<file path="config.mk">
export PLATFORM = sky130hd
export DESIGN_NAME = tdtg_tx_drive
export DESIGN_NICKNAME = d
export VERILOG_FILES = /design/src/design/tdtg_pkg.sv /design/src/design/tdtg_timing_gen.sv /design/src/design/tdtg_tx_drive.sv
export SDC_FILE = /design/constraint.sdc
export NUM_CORES = 1
export LEC_CHECK = 0
export BUFFER_PORTS_ARGS = -buffer_cell sky130_fd_sc_hd__buf_2
export CORE_UTILIZATION = 45
export CTS_BUF_LIST = sky130_fd_sc_hd__clkbuf_16
export CTS_CLUSTER_SIZE = 28
export DETAILED_ROUTE_END_ITERATION = 16
export PLACE_DENSITY = 0.65
export SLEW_MARGIN = 20
export SYNTH_ARGS = -nofsm -noshare
export SYNTH_HDL_FRONTEND = slang
export SYNTH_SLANG_ARGS = --single-unit
</file>
<file path="constraint.sdc">
create_clock -name ref_clk -period 4.62 [get_ports ref_clk]
set_input_delay 0.924 -clock ref_clk [delete_from_list [all_inputs] [get_ports ref_clk]]
set_output_delay 0.924 -clock ref_clk [all_outputs]
set_load 0.02 [all_outputs]
</file>
<file path="src/design/tdtg_pkg.sv">
package tdtg_pkg;

    // ----------------
    // Bus and counter widths
    // ----------------
    localparam int REG_ADDR_W = 8;
    localparam int REG_DATA_W = 24;
    localparam int CNT_W      = 16;
    localparam int NUM_CHAN   = 3;
    localparam int PIN_SEL_W  = 2;
    localparam int CODE_W     = 4;
    localparam int CHAN_SEL_W = 2;

    // ----------------
    // Register offsets
    // ----------------
    localparam logic [REG_ADDR_W-1:0] ADDR_TX_DRIVE_CONTROL   = 8'h79;
    localparam logic [REG_ADDR_W-1:0] ADDR_TX_PIN_SELECT      = 8'h7a;
    localparam logic [REG_ADDR_W-1:0] ADDR_TG_FRAME_CONTROL   = 8'h80;
    localparam logic [REG_ADDR_W-1:0] ADDR_DATAPATH_RST_START = 8'h83;
    localparam logic [REG_ADDR_W-1:0] ADDR_DATAPATH_RST_END   = 8'h84;

    // ----------------
    // Reset values and writable-bit masks
    // ----------------
    localparam logic [REG_DATA_W-1:0] RST_TX_DRIVE_CONTROL   = 24'h000001;
    localparam logic [REG_DATA_W-1:0] RST_TX_PIN_SELECT      = 24'h000000;
    localparam logic [REG_DATA_W-1:0] RST_TG_FRAME_CONTROL   = 24'h004e1e;
    localparam logic [REG_DATA_W-1:0] RST_DATAPATH_RST_START = 24'h0000d0;
    localparam logic [REG_DATA_W-1:0] RST_DATAPATH_RST_END   = 24'h0000d8;
    localparam logic [REG_DATA_W-1:0] MASK_TX_DRIVE_CONTROL  = 24'h081f1d;
    localparam logic [REG_DATA_W-1:0] MASK_TX_PIN_SELECT     = 24'h00003f;
    localparam logic [REG_DATA_W-1:0] MASK_TG_FRAME_CONTROL  = 24'h81ffff;
    localparam logic [REG_DATA_W-1:0] MASK_DATAPATH_RST      = 24'h00ffff;

    // ----------------
    // Field positions
    // ----------------
    localparam int DRIVER_PD_BIT     = 19;
    localparam int BIAS_PD_BIT       = 12;
    localparam int BIAS_CODE_LSB     = 8;
    localparam int ALL_BIAS_BIT      = 4;
    localparam int FOLLOW_BIT        = 3;
    localparam int INV_CLK_EN_BIT    = 2;
    localparam int TRUE_CLK_EN_BIT   = 0;
    localparam int CHAN0_SEL_LSB     = 4;
    localparam int CHAN1_SEL_LSB     = 0;
    localparam int CHAN2_SEL_LSB     = 2;
    localparam int OVERRIDE_BIT      = 23;
    localparam int SUBFRAME_CNT_LSB  = 1;
    localparam int TG_ENABLE_BIT     = 0;
    localparam int RST_POS_LSB       = 0;

    // ----------------
    // Pin selector codes and channel numbers
    // ----------------
    localparam logic [PIN_SEL_W-1:0]  PIN_TRUE_CLK = 2'h0;
    localparam logic [PIN_SEL_W-1:0]  PIN_INV_CLK  = 2'h2;
    localparam logic [PIN_SEL_W-1:0]  PIN_HIGH     = 2'h3;
    localparam logic [CHAN_SEL_W-1:0] CHAN0        = 2'h0;
    localparam logic [CNT_W-1:0]      CNT_ZERO     = 16'h0000;
    localparam logic [CNT_W-1:0]      CNT_ONE      = 16'h0001;

    // ----------------
    // Types
    // ----------------
    typedef enum logic {TG_IDLE, TG_RUN} tdtg_state_type;

    typedef struct packed {
        logic             enable;
        logic             override;
        logic [CNT_W-1:0] subframe_count;
        logic [CNT_W-1:0] rst_begin;
        logic [CNT_W-1:0] rst_finish;
    } tdtg_tg_cfg_type;

    typedef struct packed {
        logic              driver_powerdown;
        logic              bias_current_powerdown;
        logic [CODE_W-1:0] bias_current_code;
        logic              all_channel_bias_enable;
        logic              chan1_follows_chan0;
        logic              inverted_mod_clock_enable;
        logic              true_mod_clock_enable;
    } tdtg_tx_cfg_type;

endpackage : tdtg_pkg

</file>
<file path="src/design/tdtg_timing_gen.sv">
`timescale 1ns/10ps
module tdtg_timing_gen import tdtg_pkg::*; (
    // Clock and reset
    input  wire logic            ref_clk,
    input  wire logic            reset,
    input  wire logic            clk_en,
    // Configuration
    input  wire tdtg_tg_cfg_type cfg,
    // Timing outputs
    output logic                 running,
    output logic                 subframe_start,
    output logic                 datapath_reset,
    output logic [CNT_W-1:0]     count
);

    // ----------------
    // Sub-frame counter and data-path reset window
    // ----------------
    tdtg_state_type   state_reg,  state_next;
    logic [CNT_W-1:0] count_reg,  count_next;
    logic             start_reg,  start_next;
    logic             rst_reg,    rst_next;

    always_comb begin
        state_next = state_reg;
        count_next = count_reg;
        start_next = 1'b0;
        rst_next   = 1'b0;
        unique case (state_reg)
            TG_IDLE: begin
                count_next = CNT_ZERO;
                if (cfg.enable) begin // RL11
                    state_next = TG_RUN;
                    start_next = 1'b1;
                end
            end
            TG_RUN: begin
                if (!cfg.enable) begin // RL11
                    state_next = TG_IDLE;
                    count_next = CNT_ZERO;
                end else if (count_reg >= cfg.subframe_count) begin // RL10 RL16
                    count_next = CNT_ZERO;
                    start_next = 1'b1;
                end else begin
                    count_next = count_reg + CNT_ONE; // RL16
                end
            end
        endcase
        if (state_next == TG_RUN) begin
            rst_next = (count_next >= cfg.rst_begin)      // RL12
                     && (count_next < cfg.rst_finish);    // RL13 RL15
        end
    end

    always_ff @(posedge ref_clk) begin
        if (reset) begin
            state_reg <= TG_IDLE;
            count_reg <= CNT_ZERO;
            start_reg <= 1'b0;
            rst_reg   <= 1'b0;
        end else if (clk_en) begin
            state_reg <= state_next;
            count_reg <= count_next;
            start_reg <= start_next;
            rst_reg   <= rst_next;
        end
    end

    assign running        = (state_reg == TG_RUN);
    assign subframe_start = start_reg;
    assign datapath_reset = rst_reg;
    assign count          = count_reg;

endmodule : tdtg_timing_gen

</file>
<file path="src/design/tdtg_tx_drive.sv">
// Summary of operation
// [RL1] Driver powerdown bit 19 powers driver down
// [RL2] Bias powerdown bit 12 stops dc bias
// [RL3] Bias current is half mA times code
// [RL4] All-channel bias enable applies when channel 0
// [RL5] Channel 1 may follow channel 0 enable
// [RL6] Inverted clock gated by bit 2
// [RL7] True clock gated by bit 0, reset one
// [RL8] Pin selectors: true, inverted, or constant one
// [RL9] Override bit 23 stops mask autoconfiguration
// [RL10] Sub-frame length set by count field
// [RL11] Timing generator runs only while enabled
// [RL12] Data-path reset starts at begin count
// [RL13] Reset pulse lasts finish minus begin clocks
// [RL14] Software writes zero to reserved fields
// [RL15] Data-path reset ends at finish count
// [RL16] Counter runs from zero, wraps after count
`timescale 1ns/10ps
module tdtg_tx_drive import tdtg_pkg::*; (
    // Clock and reset
    input  wire logic                  ref_clk,
    input  wire logic                  reset,
    input  wire logic                  clk_en,
    // Register port
    input  wire logic [REG_ADDR_W-1:0] reg_addr,
    input  wire logic [REG_DATA_W-1:0] reg_wdata,
    input  wire logic                  reg_write,
    input  wire logic                  reg_read,
    output logic      [REG_DATA_W-1:0] reg_rdata,
    output logic                       reg_rvalid,
    // Modulation clock and sequencer inputs
    input  wire logic                  mod_clock_in,
    input  wire logic                  illum_active,
    input  wire logic [CHAN_SEL_W-1:0] channel_select,
    // Transmit outputs
    output logic      [NUM_CHAN-1:0]   tx_pin,
    output logic      [NUM_CHAN-1:0]   chan_illum_enable,
    output logic      [NUM_CHAN-1:0]   chan_bias_enable,
    output logic                       driver_powerdown,
    output logic                       bias_current_powerdown,
    output logic      [CODE_W-1:0]     bias_current_code,
    // Timing generator outputs
    output logic                       mask_autoconfig_override,
    output logic                       timing_gen_running,
    output logic                       subframe_start,
    output logic                       datapath_reset,
    output logic      [CNT_W-1:0]      subframe_position
);

    // ----------------
    // Register file
    // ----------------
    logic [REG_DATA_W-1:0] drive_ctl_reg,  drive_ctl_next;
    logic [REG_DATA_W-1:0] pin_sel_reg,    pin_sel_next;
    logic [REG_DATA_W-1:0] frame_ctl_reg,  frame_ctl_next;
    logic [REG_DATA_W-1:0] rst_start_reg,  rst_start_next;
    logic [REG_DATA_W-1:0] rst_end_reg,    rst_end_next;
    logic [REG_DATA_W-1:0] rdata_reg,      rdata_next;
    logic                  rvalid_reg,     rvalid_next;

    always_comb begin
        drive_ctl_next = drive_ctl_reg;
        pin_sel_next   = pin_sel_reg;
        frame_ctl_next = frame_ctl_reg;
        rst_start_next = rst_start_reg;
        rst_end_next   = rst_end_reg;
        rdata_next     = rdata_reg;
        rvalid_next    = 1'b0;
        if (reg_write) begin
            unique case (reg_addr)
                ADDR_TX_DRIVE_CONTROL:
                    drive_ctl_next = reg_wdata & MASK_TX_DRIVE_CONTROL; // RL14
                ADDR_TX_PIN_SELECT:
                    pin_sel_next = reg_wdata & MASK_TX_PIN_SELECT; // RL14
                ADDR_TG_FRAME_CONTROL:
                    frame_ctl_next = reg_wdata & MASK_TG_FRAME_CONTROL; // RL14
                ADDR_DATAPATH_RST_START:
                    rst_start_next = reg_wdata & MASK_DATAPATH_RST; // RL14
                ADDR_DATAPATH_RST_END:
                    rst_end_next = reg_wdata & MASK_DATAPATH_RST; // RL14
                default: begin
                end
            endcase
        end
        if (reg_read) begin
            rvalid_next = 1'b1;
            unique case (reg_addr)
                ADDR_TX_DRIVE_CONTROL:   rdata_next = drive_ctl_reg;
                ADDR_TX_PIN_SELECT:      rdata_next = pin_sel_reg;
                ADDR_TG_FRAME_CONTROL:   rdata_next = frame_ctl_reg;
                ADDR_DATAPATH_RST_START: rdata_next = rst_start_reg;
                ADDR_DATAPATH_RST_END:   rdata_next = rst_end_reg;
                default:                 rdata_next = '0;
            endcase
        end
    end

    always_ff @(posedge ref_clk) begin
        if (reset) begin
            drive_ctl_reg <= RST_TX_DRIVE_CONTROL; // RL7
            pin_sel_reg   <= RST_TX_PIN_SELECT;
            frame_ctl_reg <= RST_TG_FRAME_CONTROL;
            rst_start_reg <= RST_DATAPATH_RST_START;
            rst_end_reg   <= RST_DATAPATH_RST_END;
            rdata_reg     <= '0;
            rvalid_reg    <= 1'b0;
        end else if (clk_en) begin
            drive_ctl_reg <= drive_ctl_next;
            pin_sel_reg   <= pin_sel_next;
            frame_ctl_reg <= frame_ctl_next;
            rst_start_reg <= rst_start_next;
            rst_end_reg   <= rst_end_next;
            rdata_reg     <= rdata_next;
            rvalid_reg    <= rvalid_next;
        end
    end

    assign reg_rdata  = rdata_reg;
    assign reg_rvalid = rvalid_reg;

    // ----------------
    // Field decode
    // ----------------
    tdtg_tx_cfg_type tx_cfg;
    tdtg_tg_cfg_type tg_cfg;

    always_comb begin
        tx_cfg.driver_powerdown          = drive_ctl_reg[DRIVER_PD_BIT];
        tx_cfg.bias_current_powerdown    = drive_ctl_reg[BIAS_PD_BIT];
        tx_cfg.bias_current_code         = drive_ctl_reg[BIAS_CODE_LSB +: CODE_W];
        tx_cfg.all_channel_bias_enable   = drive_ctl_reg[ALL_BIAS_BIT];
        tx_cfg.chan1_follows_chan0       = drive_ctl_reg[FOLLOW_BIT];
        tx_cfg.inverted_mod_clock_enable = drive_ctl_reg[INV_CLK_EN_BIT];
        tx_cfg.true_mod_clock_enable     = drive_ctl_reg[TRUE_CLK_EN_BIT];
        tg_cfg.enable         = frame_ctl_reg[TG_ENABLE_BIT];
        tg_cfg.override       = frame_ctl_reg[OVERRIDE_BIT];
        tg_cfg.subframe_count = frame_ctl_reg[SUBFRAME_CNT_LSB +: CNT_W];
        tg_cfg.rst_begin      = rst_start_reg[RST_POS_LSB +: CNT_W];
        tg_cfg.rst_finish     = rst_end_reg[RST_POS_LSB +: CNT_W];
    end

    // ----------------
    // Modulation clock synchroniser
    // ----------------
    logic sync1_reg, sync2_reg, sync3_reg, mod_reg;
    logic sync1_next, sync2_next, sync3_next, mod_next;

    always_comb begin
        sync1_next = mod_clock_in;
        sync2_next = sync1_reg;
        sync3_next = sync2_reg;
        mod_next   = (sync2_reg == sync3_reg) ? sync3_reg : mod_reg;
    end

    always_ff @(posedge ref_clk) begin
        if (reset) begin
            sync1_reg <= 1'b0;
            sync2_reg <= 1'b0;
            sync3_reg <= 1'b0;
            mod_reg   <= 1'b0;
        end else if (clk_en) begin
            sync1_reg <= sync1_next;
            sync2_reg <= sync2_next;
            sync3_reg <= sync3_next;
            mod_reg   <= mod_next;
        end
    end

    // ----------------
    // Channel enables and pin multiplexers
    // ----------------
    localparam int SEL_LSB [NUM_CHAN] = '{CHAN0_SEL_LSB, CHAN1_SEL_LSB, CHAN2_SEL_LSB};

    logic                true_clk;
    logic                inv_clk;
    logic [NUM_CHAN-1:0] illum_next;
    logic [NUM_CHAN-1:0] bias_next;
    logic [NUM_CHAN-1:0] pin_next;
    logic [NUM_CHAN-1:0] illum_reg, bias_reg, pin_reg;
    logic                drv_pd_reg, bias_pd_reg, ovr_reg;
    logic [CODE_W-1:0]   code_reg;

    assign true_clk = mod_reg & tx_cfg.true_mod_clock_enable; // RL7
    assign inv_clk  = ~mod_reg & tx_cfg.inverted_mod_clock_enable; // RL6

    for (genvar ch = 0; ch < NUM_CHAN; ch++) begin : g_chan
        logic [PIN_SEL_W-1:0] sel;
        logic                 selected;
        logic                 base_en;
        assign sel      = pin_sel_reg[SEL_LSB[ch] +: PIN_SEL_W];
        assign selected = (channel_select == CHAN_SEL_W'(ch));
        assign base_en  = illum_active && selected && !tx_cfg.driver_powerdown; // RL1

        always_comb begin
            if (ch == 1 && tx_cfg.chan1_follows_chan0) begin
                illum_next[ch] = illum_active && (channel_select == CHAN0)
                               && !tx_cfg.driver_powerdown; // RL5
            end else begin
                illum_next[ch] = base_en; // RL5
            end
            bias_next[ch] = !tx_cfg.bias_current_powerdown // RL2
                          && (selected || (tx_cfg.all_channel_bias_enable
                          && channel_select == CHAN0)); // RL4
            unique case (sel)
                PIN_TRUE_CLK: pin_next[ch] = illum_next[ch] & true_clk; // RL8
                PIN_INV_CLK:  pin_next[ch] = illum_next[ch] & inv_clk; // RL8
                PIN_HIGH:     pin_next[ch] = illum_next[ch]; // RL8
                default:      pin_next[ch] = 1'b0;
            endcase
        end
    end

    always_ff @(posedge ref_clk) begin
        if (reset) begin
            illum_reg   <= '0;
            bias_reg    <= '0;
            pin_reg     <= '0;
            drv_pd_reg  <= 1'b0;
            bias_pd_reg <= 1'b0;
            code_reg    <= '0;
            ovr_reg     <= 1'b0;
        end else if (clk_en) begin
            illum_reg   <= illum_next;
            bias_reg    <= bias_next;
            pin_reg     <= pin_next;
            drv_pd_reg  <= tx_cfg.driver_powerdown; // RL1
            bias_pd_reg <= tx_cfg.bias_current_powerdown; // RL2
            code_reg    <= tx_cfg.bias_current_code; // RL3
            ovr_reg     <= tg_cfg.override; // RL9
        end
    end

    assign tx_pin                   = pin_reg;
    assign chan_illum_enable        = illum_reg;
    assign chan_bias_enable         = bias_reg;
    assign driver_powerdown         = drv_pd_reg;
    assign bias_current_powerdown   = bias_pd_reg;
    assign bias_current_code        = code_reg;
    assign mask_autoconfig_override = ovr_reg;

    // ----------------
    // Timing generator
    // ----------------
    tdtg_timing_gen u_timing_gen (
        .ref_clk        (ref_clk),
        .reset          (reset),
        .clk_en         (clk_en),
        .cfg            (tg_cfg),
        .running        (timing_gen_running),
        .subframe_start (subframe_start),
        .datapath_reset (datapath_reset),
        .count          (subframe_position)
    );

endmodule : tdtg_tx_drive

</file>
==> summary.md <==
| Metric | Value |
|---|---|
| Outcome | finished clean |
| Die Ht | 124 um |
| Seq cells post-synth | 125 |
| Worst hold stages | 2 |
| Min Tclk post-route | 3.73 ns |
| Total of max-cap violations | 0 |
| Critical Path Start Type | flop |
| Clock latency on the worst-skew pair | 0.43 ns |
| Root Buffer | clkbuf_16 |
| Cell taking the most area after synthesis | dfxtp_1 |
| Synth cell types | 59 |
| Syn Std Cell Area | 6660 um2 |
| Vias post-DR | 5,920 |
| Antenna viol nets, final | 0 |
| Sequential fraction of the synthesis area | 0.376 |
| Worst hold path startpoint | reg_rdata[23]$_SDFFE_PP0P_ |
| Die Footprint | 15,300 um2 |
| Post-CTS Resized | 0 |
| Crit. Startpoint | u_timing_gen.count[0]$_SDFFE_PP0P_ |
| RSZ-0062 raised after global routing | false |
| # setup viols final | 0 |
| Worst-Margin Slew | 0.964 ns |
| Worst min path class | flop to flop |
| Worst setup EP type | flop |
| Ant. Diodes | 0 |
| DRC | 0 |
| Clk pin slew, worst setup/hold paths | 0.06 ns |
| Post-synth EDFFs | 0 |
| Total Wirelength | 17,900 um |
| Number of global-route vias before repair | 5,188 |
| # Post-CTS Setup Buffers | 0 |
| Leak pwr | 3.06 nW |
| Kind of critical path | flop to flop |
| Core ar. | 14,500 um2 |
| Most instantiated cells after synthesis | 125 x dfxtp_1, 107 x nor2_1, 82 x nand2_1 |
| Max reg flops | 19 |
| Synth Warn # | 0 |
| Crit path DAT | 4.03 ns |
| Critical Path RT | 4.92 ns |
| Initial antenna violation count | 0 |
| Flop-to-flop setup slack | 0.89 ns |
| CTS tree | done |
| Via density | 5.64 |
| I/O pin count | 101 |
| Pin count of the biggest net entering global routing | 68 |
| Synth Flop Type | dfxtp_1 |
| Port Buffers | 90 |
| Fin Setup TNS | 0 ns |
| First-pass GRT wire length | 28,400 um |
| Hold_buf cts | 0 |
| Sink Count | 125 |
| Htree depth | 4 |
| Gpl congestion | 0.802 |
| R2r worst-path depth | 13 |
| Top-count cell post-synth | dfxtp_1 |
| Final Max Tran Viols | 0 |
| Max Clock Skew | 0.00690 ns |
| Synth Instances | 784 |
| Top post-synthesis cells by area | dfxtp_1 38%, ha_1 9.0%, mux2i_1 7.7% |
| TritonCTS Buffers | 17 |
| Syn-to-layout area delta | 16.2% |
| Power, Total | 2.49 mW |
| Peak supply drop | 0.000244 V |
| Layout cells sized above 1 | 0.164 |
| Slew margin rel. | 0.357 |
| CTS Buffer Depth | 2 |
| Final Hold Violating Endpoints | 0 |
| GRT overflow | 0 |
| Starting DRC count in detailed routing | 556 |
| Largest fanout on the critical path | 23 |
| Synth Area per Inst | 8.49 um2 |
| Total Nets Final | 942 |
| PwrDens | 322 nW/um2 |
| FMAX | 268 MHz |
| Async set-or-reset flop fraction in the synthesized netlist | 0 |
| 1st-pass router iterations | 6 |
| Die width | 124 um |
| DP HPWL | 12,500 um |
| WL/cell | 17.1 um |
| Global-route usage over all layers | 0.247 |
| Post-synth top area share | 0.376 |
| Final period util | 0.807 |
| Starting Density | 0.460 |
| Num rows | 44 |
| R2r startpoint | u_timing_gen.count[0]$_SDFFE_PP0P_ |
==> metal layers <==
layer / up-vias / share of wire / global-route usage
li1: 2939 / - / -
met2: 185 / 0.43 / 0.356
met4: 0 / 0.016 / 0.0956
met3: 24 / 0.063 / 0.0508
met5: - / 0 / 0
met1: 2772 / 0.49 / 0.358
==> cells by family after synthesis <==
logic type | synth area share
flops | 0.376
xor+xnor | 0.0145
mux | 0.0767
other cells | 0.000563
compound gates | 0.167
simple gates | 0.205
buf+inv | 0.0699
fa+ha+maj | 0.0902
==> power breakdown <==
part	switching, mW	total [mW]	internal [mW]
clock network	0.512	1.30	0.790
logic	0.0713	0.0997	0.0284
registers	0.00331	1.09	1.08
==> final timing paths <==
kind | to
max | u_timing_gen.datapath_reset$_SDFFE_PP0P_
min | reg_rdata[23]$_SDFFE_PP0P_
max reg2reg | u_timing_gen.datapath_reset$_SDFFE_PP0P_
min reg2reg | reg_rdata[23]$_SDFFE_PP0P_
==> per-stage QoR <==
step | hold WS, ns | std cells | utilization | setup slack [ns] | cell area (um2)
global placement | 0.440 | 1018 | 0.494 | 0.961 | 7160
CTS | 0.452 | 1050 | 0.534 | 0.903 | 7730
global route | 0.482 | 1050 | 0.534 | 0.633 | 7730
finish | 0.448 | 1050 | 0.534 | 0.893 | 7730
floorplan | 0.436 | 788 | - | 1.55 | 6670
detailed placement | 0.444 | 1018 | 0.494 | 0.918 | 7160
==> cell type report <==
class                      count  area, um2
fill                        1367       6750
clock inverter                15        149
timing repair buffer         102        543
sequential                   125       2500
tap                          184        230
inverter                      48        180
multi-input combinational    559       3700
clock buffer                  17        425
==> worst max-delay path, stage by stage, from the launching register on <==
cell and delay, ns:
dfxtp_1 0.46, inv_1 0.10, ha_1 0.30, nor2b_1 0.04, o21ai_1 0.17, a21oi_2 0.10
o2111ai_2 0.80, nor2_1 0.22, ha_1 0.36, nand4_1 0.13, a211oi_1 0.39, o2111ai_1 0.18
nor3_1 0.26, nor3_1 0.09
==> cell usage in the layout, fill, tap and decap left out, types with 9 or more instances in the layout <==
cell type / Yosys / layout
and3_1: 9 / 9
a22oi_1: 12 / 12
a21oi_1: 43 / 43
o21ai_0: 16 / 16
a31oi_1: 10 / 10
nand3_1: 22 / 22
ha_1: 48 / 48
a222oi_1: 16 / 16
nor2_1: 107 / 107
clkbuf_16: 0 / 17
inv_1: 48 / 49
nor3_1: 10 / 10
buf_4: 7 / 13
a221oi_1: 12 / 12
buf_2: 14 / 89
dfxtp_1: 125 / 125
nand2_1: 82 / 82
a211o_1: 17 / 17
mux2i_1: 51 / 51
(Power assumes the default switching activity.)
